[src/design/thm_pkg.sv]
// Shared constants and carrier types of the thermal protection monitor.
// Assumes a 32-bit APB register bus with word-aligned registers.
package thm_pkg;

  // Clock and bus geometry
  localparam int THM_CLK_HZ   = 40_000_000;
  localparam int THM_ADDR_W   = 8;
  localparam int THM_DATA_W   = 32;
  localparam int THM_REG_W    = 16;
  localparam int THM_NFLAG    = 4;
  localparam int THM_SYNC_N   = 2;

  // Register indices; the byte address is four times the index
  localparam logic [5:0] THM_IDX_SHUTDOWN  = 6'h17;
  localparam logic [5:0] THM_IDX_STATUS    = 6'h2f;
  localparam logic [5:0] THM_IDX_SENSOR_EN = 6'h30;
  localparam logic [5:0] THM_IDX_IRQ_STAT  = 6'h31;
  localparam logic [5:0] THM_IDX_IRQ_MASK  = 6'h32;
  localparam logic [1:0] THM_ALIGN         = 2'h0;

  // Field positions
  localparam int THM_BIT_AUTO     = 8;
  localparam int THM_BIT_HP_ERR   = 3;
  localparam int THM_BIT_HP_WARN  = 2;
  localparam int THM_BIT_SPK_ERR  = 1;
  localparam int THM_BIT_SPK_WARN = 0;
  localparam int THM_BIT_HP_EN    = 2;
  localparam int THM_BIT_SPK_EN   = 1;

  // Reset values
  localparam logic THM_RST_AUTO   = 1'h1;
  localparam logic THM_RST_HP_EN  = 1'h1;
  localparam logic THM_RST_SPK_EN = 1'h1;

  // Field order matches status bits 3..0
  typedef struct packed {
    logic hp_error_flag;
    logic hp_warning_flag;
    logic spk_error_flag;
    logic spk_warning_flag;
  } thm_flags_type;

  typedef struct packed {
    logic left_speaker_enable;
    logic right_speaker_enable;
    logic charge_pump_enable;
  } thm_out_en_type;

  typedef enum logic [0:0] {
    THM_RUN  = 1'b0,
    THM_SHUT = 1'b1
  } thm_mode_type;

  typedef struct packed {
    thm_mode_type          mode;
    logic                  auto_shutdown_enable;
    logic                  hp_sensor_enable;
    logic                  spk_sensor_enable;
    thm_flags_type         prev_flags;
    thm_out_en_type        out_en;
    logic                  armed;
    logic                  slverr;
    logic [THM_REG_W-1:0]  rdata;
  } thm_core_state_type;

endpackage

[src/design/thm_irq.sv]
// Sticky event status with write-one-to-clear and a pass mask.
// Assumes one-cycle event pulses and write strobes from the bus logic.
`timescale 1ns/1ps
`default_nettype none
module thm_irq
  import thm_pkg::*;
#(
  parameter int WIDTH = THM_NFLAG
) (
  input  wire logic             pclk,
  input  wire logic             presetn,
  input  wire logic             ce,
  input  wire logic [WIDTH-1:0] event_set,
  input  wire logic             clear_we,
  input  wire logic             mask_we,
  input  wire logic [WIDTH-1:0] wdata,
  output logic      [WIDTH-1:0] status,
  output logic      [WIDTH-1:0] mask,
  output logic                  irq
);

  if (WIDTH < 1 || WIDTH > THM_REG_W) begin : g_bad_width
    $error("thm_irq: WIDTH must lie between one and the register width");
  end

  typedef struct packed {
    logic [WIDTH-1:0] status;
    logic [WIDTH-1:0] mask;
  } thm_irq_state_type;

  thm_irq_state_type st;
  thm_irq_state_type next_st;

  always_comb begin
    next_st = st;
    if (ce) begin
      // A new event beats a clear arriving in the same cycle
      next_st.status = (st.status & ~(clear_we ? wdata : '0)) | event_set;
      if (mask_we) begin
        next_st.mask = wdata;
      end
    end
  end

  always_ff @(posedge pclk or negedge presetn) begin
    if (!presetn) begin
      st <= '0;
    end else begin
      st <= next_st;
    end
  end

  assign status = st.status;
  assign mask   = st.mask;
  assign irq    = |(st.status & st.mask);
endmodule
`default_nettype wire

[src/design/thm_monitor.sv]
// Thermal protection monitor: sensor flags, auto shutdown, APB registers.
// Assumes raw comparator levels from two on-chip temperature sensors and
// output enable settings held in registers elsewhere in the device.
//
// Summary of operation
// - Disabled sensor yields no warning or error
// - Warning flag follows sensor warning comparator
// - Error flag follows sensor error comparator
// - Shutdown forces both speaker enables low
// - Shutdown forces charge pump enable low
// - Either error flag shuts down everything
// - Enables return to settings when error clears
// - Auto shutdown enable bit, resets enabled
// - Read-only status flags at 2Fh
// - Sensor enables at 30h, reset enabled
// - Temperature status available for GPIO
// - Flags raise interrupt events
`timescale 1ns/1ps
`default_nettype none
module thm_monitor
  import thm_pkg::*;
(
  input  wire logic                  pclk,
  input  wire logic                  presetn,
  input  wire logic                  ce,
  input  wire logic                  psel,
  input  wire logic                  penable,
  input  wire logic                  pwrite,
  input  wire logic [THM_ADDR_W-1:0] paddr,
  input  wire logic [THM_DATA_W-1:0] pwdata,
  output logic      [THM_DATA_W-1:0] prdata,
  output logic                       pready,
  output logic                       pslverr,
  input  wire thm_flags_type         sensor_raw,
  input  wire thm_out_en_type        out_en_setting,
  output thm_out_en_type             out_en,
  output logic                       temp_status_gpio,
  output logic                       irq
);

  thm_core_state_type   st;
  thm_core_state_type   next_st;
  thm_flags_type        sensor_sync;
  thm_flags_type        flags;
  logic [THM_NFLAG-1:0] irq_status;
  logic [THM_NFLAG-1:0] irq_mask;
  logic [THM_NFLAG-1:0] flag_rise;
  logic [5:0]           idx;
  logic                 aligned;
  logic                 mapped;
  logic                 xfer_done;
  logic                 wr_done;
  logic                 shut_cond;
  logic [THM_REG_W-1:0] rd_mux;

  thm_sync #(
    .WIDTH (THM_NFLAG)
  ) u_sync (
    .pclk    (pclk),
    .presetn (presetn),
    .ce      (ce),
    .d_async (sensor_raw),
    .q       (sensor_sync)
  );

  // Flags are live views of the synchronised comparators, gated by enable
  always_comb begin
    flags                  = sensor_sync;
    flags.hp_error_flag    = sensor_sync.hp_error_flag
                             & st.hp_sensor_enable;
    flags.hp_warning_flag  = sensor_sync.hp_warning_flag
                             & st.hp_sensor_enable;
    flags.spk_error_flag   = sensor_sync.spk_error_flag
                             & st.spk_sensor_enable;
    flags.spk_warning_flag = sensor_sync.spk_warning_flag
                             & st.spk_sensor_enable;
  end

  // Either error trips the whole output stage; with both sensors off the
  // error flags stay low, so shutdown cannot act
  assign shut_cond = st.auto_shutdown_enable
                     & (flags.hp_error_flag
                        | flags.spk_error_flag);

  // Only a new trip is an event, so a hot die does not refire constantly
  assign flag_rise = flags & ~st.prev_flags;

  assign temp_status_gpio = flags.hp_error_flag
                            | flags.spk_error_flag;

  // APB decode
  assign idx     = paddr[7:2];
  assign aligned = (paddr[1:0] == THM_ALIGN);

  always_comb begin
    mapped = 1'b0;
    rd_mux = '0;
    case (idx)
      THM_IDX_SHUTDOWN: begin
        mapped = aligned;
        rd_mux[THM_BIT_AUTO] = st.auto_shutdown_enable;
      end
      THM_IDX_STATUS: begin
        mapped = aligned;
        rd_mux[THM_NFLAG-1:0] = flags;
      end
      THM_IDX_SENSOR_EN: begin
        mapped = aligned;
        rd_mux[THM_BIT_HP_EN]  = st.hp_sensor_enable;
        rd_mux[THM_BIT_SPK_EN] = st.spk_sensor_enable;
      end
      THM_IDX_IRQ_STAT: begin
        mapped = aligned;
        rd_mux[THM_NFLAG-1:0] = irq_status;
      end
      THM_IDX_IRQ_MASK: begin
        mapped = aligned;
        rd_mux[THM_NFLAG-1:0] = irq_mask;
      end
      default: begin
        mapped = 1'b0;
        rd_mux = '0;
      end
    endcase
  end

  // Read data is captured on the first cycle with psel; the access phase
  // then completes at once, giving zero wait states while ce is high
  assign pready    = penable & st.armed & ce;
  assign xfer_done = psel & pready;
  assign wr_done   = xfer_done & pwrite & mapped;

  always_comb begin
    next_st = st;
    if (ce) begin
      if (psel && !st.armed) begin
        next_st.armed  = 1'b1;
        next_st.slverr = !mapped;
        next_st.rdata  = pwrite ? '0 : rd_mux;
      end
      if (xfer_done) begin
        next_st.armed = 1'b0;
      end
      // Status register is read-only; writes to it are dropped
      if (wr_done && idx == THM_IDX_SHUTDOWN) begin
        next_st.auto_shutdown_enable = pwdata[THM_BIT_AUTO];
      end
      if (wr_done && idx == THM_IDX_SENSOR_EN) begin
        next_st.hp_sensor_enable  = pwdata[THM_BIT_HP_EN];
        next_st.spk_sensor_enable = pwdata[THM_BIT_SPK_EN];
      end
      next_st.prev_flags = flags;
      case (st.mode)
        THM_RUN: begin
          if (shut_cond) begin
            next_st.mode = THM_SHUT;
          end
        end
        THM_SHUT: begin
          if (!shut_cond) begin
            next_st.mode = THM_RUN;
          end
        end
        default: begin
          next_st.mode = THM_RUN;
        end
      endcase
      // Settings registers stay untouched, so leaving shutdown restores
      // exactly what software had programmed
      if (next_st.mode == THM_SHUT) begin
        next_st.out_en = '0;
      end else begin
        next_st.out_en = out_en_setting;
      end
    end
  end

  always_ff @(posedge pclk or negedge presetn) begin
    if (!presetn) begin
      st                      <= '0;
      st.mode                 <= THM_RUN;
      st.auto_shutdown_enable <= THM_RST_AUTO;
      st.hp_sensor_enable     <= THM_RST_HP_EN;
      st.spk_sensor_enable    <= THM_RST_SPK_EN;
    end else begin
      st <= next_st;
    end
  end

  thm_irq #(
    .WIDTH (THM_NFLAG)
  ) u_irq (
    .pclk      (pclk),
    .presetn   (presetn),
    .ce        (ce),
    .event_set (flag_rise),
    .clear_we  (wr_done && idx == THM_IDX_IRQ_STAT),
    .mask_we   (wr_done && idx == THM_IDX_IRQ_MASK),
    .wdata     (pwdata[THM_NFLAG-1:0]),
    .status    (irq_status),
    .mask      (irq_mask),
    .irq       (irq)
  );

  assign prdata  = {{(THM_DATA_W-THM_REG_W){1'b0}}, st.rdata};
  assign pslverr = st.slverr & pready;
  assign out_en  = st.out_en;
endmodule
`default_nettype wire

[src/design/thm_sync.sv]
// Two-flop synchroniser for a vector of independent level signals.
// Assumes each bit changes slowly against the clock; no bus coherency.
`timescale 1ns/1ps
`default_nettype none
module thm_sync
  import thm_pkg::*;
#(
  parameter int WIDTH = THM_NFLAG
) (
  input  wire logic             pclk,
  input  wire logic             presetn,
  input  wire logic             ce,
  input  wire logic [WIDTH-1:0] d_async,
  output logic      [WIDTH-1:0] q
);

  if (WIDTH < 1) begin : g_bad_width
    $error("thm_sync: WIDTH must be at least one");
  end

  typedef struct packed {
    logic [WIDTH-1:0] meta;
    logic [WIDTH-1:0] stable;
  } thm_sync_state_type;

  thm_sync_state_type st;
  thm_sync_state_type next_st;

  always_comb begin
    next_st = st;
    if (ce) begin
      next_st.meta   = d_async;
      next_st.stable = st.meta;
    end
  end

  always_ff @(posedge pclk or negedge presetn) begin
    if (!presetn) begin
      st <= '0;
    end else begin
      st <= next_st;
    end
  end

  assign q = st.stable;
endmodule
`default_nettype wire

[config.mk]
export PLATFORM = sky130hd
export DESIGN_NAME = thm_monitor
export DESIGN_NICKNAME = d
export VERILOG_FILES = /design/src/design/thm_pkg.sv /design/src/design/thm_irq.sv /design/src/design/thm_monitor.sv /design/src/design/thm_sync.sv
export SDC_FILE = /design/constraint.sdc
export NUM_CORES = 1
export LEC_CHECK = 0
export BUFFER_PORTS_ARGS = -buffer_cell sky130_fd_sc_hd__buf_4
export CAP_MARGIN = 10
export CORE_UTILIZATION = 41
export CTS_CLUSTER_SIZE = 10
export DETAILED_ROUTE_END_ITERATION = 16
export PLACE_DENSITY = 0.75
export RECOVER_POWER = 25
export SYNTH_ARGS = -nofsm -noshare
export SYNTH_HDL_FRONTEND = slang
export SYNTH_SLANG_ARGS = --single-unit
[constraint.sdc]
create_clock -name pclk -period 1.26 [get_ports pclk]
set_input_delay 0.252 -clock pclk [delete_from_list [all_inputs] [get_ports pclk]]
set_output_delay 0.252 -clock pclk [all_outputs]
set_load 0.005 [all_outputs]
Word level (Yosys, flattened, before mapping):

Index checks and enable logic that the tools add are counted.

* flip-flop bits (word level): 44
* output and inout bits: 39
* input port bits: 53
* logic and storage cells: 68

* muxes and demuxes: 12
* bitwise logic cells: 18
* reduce and logical (&&, ||, !) cells: 16
* eq/ne operators: 5

Operators by type and width (number)
* $eq 6x6->1 const B: 4
* $mux 18: 1
* $and 4x4->4: 3
* $and 1x1->1: 11
* $reduce_and 2->1: 5
* $mux 9: 1
* $not 4->4: 2
* $pmux 2 s4: 1
* $eq 6x5->1 const B: 1
* $pmux 1 s3: 2
* $logic_and 1x1->1: 5
* $mux 1: 5
* $reduce_or 5->1: 1
* $mux 4: 1
* $or 4x4->4: 1
* $reduce_or 4->1: 1
* $mux 3: 1
* $logic_not 1->1: 2
* $logic_not 2->1: 1
* $reduce_bool 2->1: 1
* $or 1x1->1: 1

Depth between registers and ports, before layout:

* depth in word-level cells: 10
* gate-level depth with buffers: 5
* depth with buffers taken out: 4

By module:

A second synthesis with hierarchy kept.

* cell total of the unflattened synthesis: 184
* area, all modules: 1969.4 µm²

By module, submodules not included
* thm_monitor: area an instance 1246.2 µm², cells an instance 138, seq. area each 429.2 µm², times used 1
* thm_irq: area an instance 361.6 µm², cells an instance 25, seq. area each 200.2 µm², times used 1
* thm_sync: area an instance 361.6 µm², cells an instance 21, seq. area each 200.2 µm², times used 1

Worst setup path before layout:

Ideal clock, no wire load.

* path type: input port to flip-flop
* from: in paddr[1]
* to: reg u_irq.st, in the netlist u_irq.mask[0]
* setup time: 0.125 ns
* data arrival time: 1.241 ns
* buffers on the path: 0
* data required time: 1.135 ns
* stages: 4
* path slack: -0.106 ns
* cell sequence: or3b_4 -> nor3_4 -> nand2_4 -> mux2_4

* cells in the longest elaborated chain, start to end: 5

Ends and longest elaborated chain
* start, declared: line thm_monitor.sv:29 `input wire logic [THM_ADDR_W-1:0] paddr,`
* $logic_not 2->1: line thm_monitor.sv:93 `assign aligned = (paddr[1:0] == THM_ALIGN);`
* $mux 1: line thm_monitor.sv:98 `case (idx)`
* $and 1x1->1: line thm_monitor.sv:131 `assign wr_done = xfer_done & pwrite & mapped;`
* $logic_and 1x1->1: line thm_monitor.sv:198 `.mask_we (wr_done && idx == THM_IDX_IRQ_MASK),`
* $reduce_and 2->1 (no line)
* end signal, assigned: line thm_irq.sv:49 `st <= next_st;`
* end, declared: line thm_irq.sv:31 `thm_irq_state_type st;`

Every way passes these cells.
A chain may end at the register's enable or synchronous reset.

Final worst setup path:

* from: reg st[17] in the netlist's numbering
* to: reg st, in the netlist prdata[0]

* cells in the longest elaborated chain, start to end: 3

Ends and longest elaborated chain
* start, declared: line thm_monitor.sv:41 `thm_core_state_type st;`
* start signal, assigned: line thm_monitor.sv:186 `st <= next_st;`
* $logic_not 1->1: line thm_monitor.sv:136 `if (psel && !st.armed) begin`
* $logic_and 1x1->1: line thm_monitor.sv:136
* $reduce_and 2->1 (no line)

Every way passes these cells.

==> metrics.txt <==
status=finished, violations left; failing checks=setup timing; CTS tree=built; top cell type's share of synthesized area=0.399; Longest Clk Path Bufs=2; clock skew=2.67 ps; mux cell area share after synthesis=0.103; CTS root buf=clkbuf_8; die area=4860 um^2; Synth Area in XOR/XNOR=0; Synth Instances=170; post-synthesis adder-cell area fraction=0; total global-route track usage=0.163; core box area=4380 um^2; wire length on met2=1810 um; Peak Freq=722 MHz; Post-Synth Simple-Gate Area=0.164; final hold viol count=0; worst r2r src=st[17]$_DFFE_PN0P_; sequential area share after synthesis=0.441; Nets=289; clk sink count=33; Row Count=24; min cycle time layout=1390 ps; later-pin clock latency in the skew report=280 ps; largest family of logic cells by synthesized area=simple AND/OR/NAND/NOR gates; Worst R2R Setup Slack=-130 ps; R2R Path End=prdata[0]$_DFFE_PN0P_; WL met3=211 um; Netlist cell types=46; GP Congestion=0.877; Area contributors post-synth=dfrtp_1 (40%), buf_4 (14%), mux2_2 (5.4%); Req. time, crit path=1450 ps; fin crit share=1.10; PD cells=935 nW/um^2; Slew @ Worst Pin=710 ps; number of synthesized register bits=33; vias per cell=4.97; die height=69.7 um; static leakage=1.24 nW; first-pass GRT wire length=6200 um; Worst Path Max Fanout=4; Routed WL=3760 um; clk slew on worst S/H paths=60 ps; Reg2Reg Depth=4; final core utilization=0.556; Die Span X=69.7 um; async set or reset register ratio after synthesis=1.00; Max Used Layer=met4; number of CTS-inserted buffers=5; DR pass1 iterations=4; fraction of layout cells with a size suffix above 1=0.460; drt initial violations=58; RSZ-0062 raised after global routing=true; worst setup path class=reg2reg; Overflow after GRT=0; PortBufs=37; CP endpoint kind=register; Synth area leader=dfrtp_1; Hold Path Cell Cnt=2; Worst EP arrival=1570 ps; Remaining DRCs=0; layout filler cell count=386; initial antenna violation count=0; DP Wirelength=2880 um; slew margin rel.=0.527; Most used DFF post-synth=dfrtp_1; Area Overhead vs Synth=29.6%; final worst slack=-126 ps; vias=1437; max-slew violation count=0; number of global-route vias before repair=1336; H-tree depth=2; Min-Delay Path Class=in2reg; Max-Cap Viols=0; average size of a mapped cell=11.1 um^2; crit path from=st[17]$_DFFE_PN0P_; Post-synth EDFFs=0; final setup vio count=19; area of the mapped netlist=1880 um^2; largest net degree at the start of global routing=34; Worst VDD drop=0.000659 V; initial core utilization=0.429; compound-cell area share of the yosys netlist=0.133; n_diodes=0; setup_tns=-1170 ps; met1 wire length=1630 um; Routed Antenna Nets=0; hold endpoint=out_en[2]$_DFFE_PN0P_; CP startpoint kind=register; WL/cell=13.0 um; worst min-delay path startpoint=out_en_setting[2]; IO Pins=92; yosys warns=0
-- worst max path at each step --
| stage | end | depth (start not counted) |
|---|---|---|
| 2_1_floorplan | u_irq.mask[0]$_DFFE_PN0P_ | 4 |
| 3_3_place_gp | u_irq.status[0]$_DFFE_PN0P_ | 5 |
| 3_5_place_dp | u_irq.status[0]$_DFFE_PN0P_ | 5 |
| 4_1_cts | pslverr | 3 |
| 5_1_grt | prdata[0]$_DFFE_PN0P_ | 4 |
| 6_report | prdata[0]$_DFFE_PN0P_ | 4 |
-- critical path: stages, from the launching register on --
cell      delay (ps)
dfrtp_1          430
buf_6            130
nand3b_1         170
a211o_1          360
o31ai_2          200
-- cell type report --
| class | instances | area, um^2 | area share |
|---|---|---|---|
| clock buffers | 8 | 80.1 | 0.0329 |
| inverters | 4 | 15.0 | 0.00616 |
| multi-input cells | 122 | 896 | 0.368 |
| flip-flops and latches | 33 | 830 | 0.340 |
| well taps | 52 | 65.1 | 0.0267 |
| repair buffers | 70 | 552 | 0.226 |
-- Yosys cell counts, types with 2 or more instances --
| cell type | instances |
|---|---|
| buf_4 | 35 |
| dfrtp_1 | 30 |
| nand2_1 | 17 |
| o21ai_0 | 10 |
| mux2_2 | 9 |
| a22oi_1 | 5 |
| a22o_1 | 4 |
| mux2_4 | 4 |
| dfstp_2 | 3 |
| inv_1 | 3 |
| nand3_1 | 3 |
| nor2_1 | 3 |
| a21boi_1 | 2 |
| a21o_1 | 2 |
| a21oi_1 | 2 |
| a41o_1 | 2 |
| mux2_1 | 2 |
| nand2_4 | 2 |
| nand3b_1 | 2 |
| nor3_1 | 2 |
| o22a_1 | 2 |
| o31ai_1 | 2 |
-- cells by family (layout without fill, tap and decap cells) --
kind of cell           after synthesis  in the layout
buffers and inverters               41             82
other                                1             27
multiplexers                        16             16
AO/OA/AOI/OAI                       35             35
AND/OR/NAND/NOR                     44             44
flip-flops                          33             33
-- placed cells by master (no fill, tap or decap), types with 2 or more instances in the layout --
master,instances
clkbuf_8,5
o21ai_0,6
mux2_2,9
inv_1,3
nor3_1,2
o22a_1,2
a22oi_1,4
buf_6,7
dfstp_2,3
nand2_2,3
nand3_1,3
mux2_4,6
nand2_1,13
dfrtp_1,30
o31ai_2,2
a21o_1,2
o21ai_1,4
a21boi_1,2
a22o_1,4
a21oi_1,2
clkbuf_1,3
nand3b_1,2
a41o_1,2
buf_4,61
nor2_1,3
conb_1,27
nand2_4,4
-- power by group --
part	internal (mW)	switching (mW)
clock	0.392	0.349
sequential	1.13	0.0536
combinational	0.205	0.154
total	1.72	0.557
-- routing by layer --
| layer | track usage | vias up |
|---|---|---|
| li1 | - | 674 |
| met1 | 0.217 | 691 |
| met2 | 0.250 | 59 |
| met3 | 0.0436 | 13 |
| met4 | 0.0689 | 0 |
| met5 | 0 | - |
-- metrics by stage --
stage | setup WS (ps) | hold slack [ps] | instance area, um^2 | power (mW) | instances
finish | -126 | 187 | 2440 | 2.28 | 289
floorplan | -106 | -43.6 | 1990 | 1.40 | 196
global placement | -271 | 213 | 2230 | 1.51 | 272
CTS | -126 | 181 | 2380 | 2.28 | 286
global route | -193 | 178 | 2440 | 2.40 | 289
detailed placement | -310 | 216 | 2230 | 1.52 | 272
-- registers in the layout, indices dropped and copies added (netlist names) --
register / count
u_irq.mask: 4
prdata: 5
u_sync.st: 4
out_en: 3
st: 9
u_sync.q: 4
u_irq.status: 4
-- what timing repair did --
| action | 4_1_cts | 5_1_grt |
|---|---|---|
| endpoints found under the setup margin | 15 | 19 |
| hold buffers | 1 | 0 |
| pin swaps | 11 | 7 |
| setup buffers | 5 | 3 |
| gates resized for setup | 9 | 11 |
| hold endpoints to repair | 30 | 0 |
No activity file was read; power rests on OpenSTA's default activity.
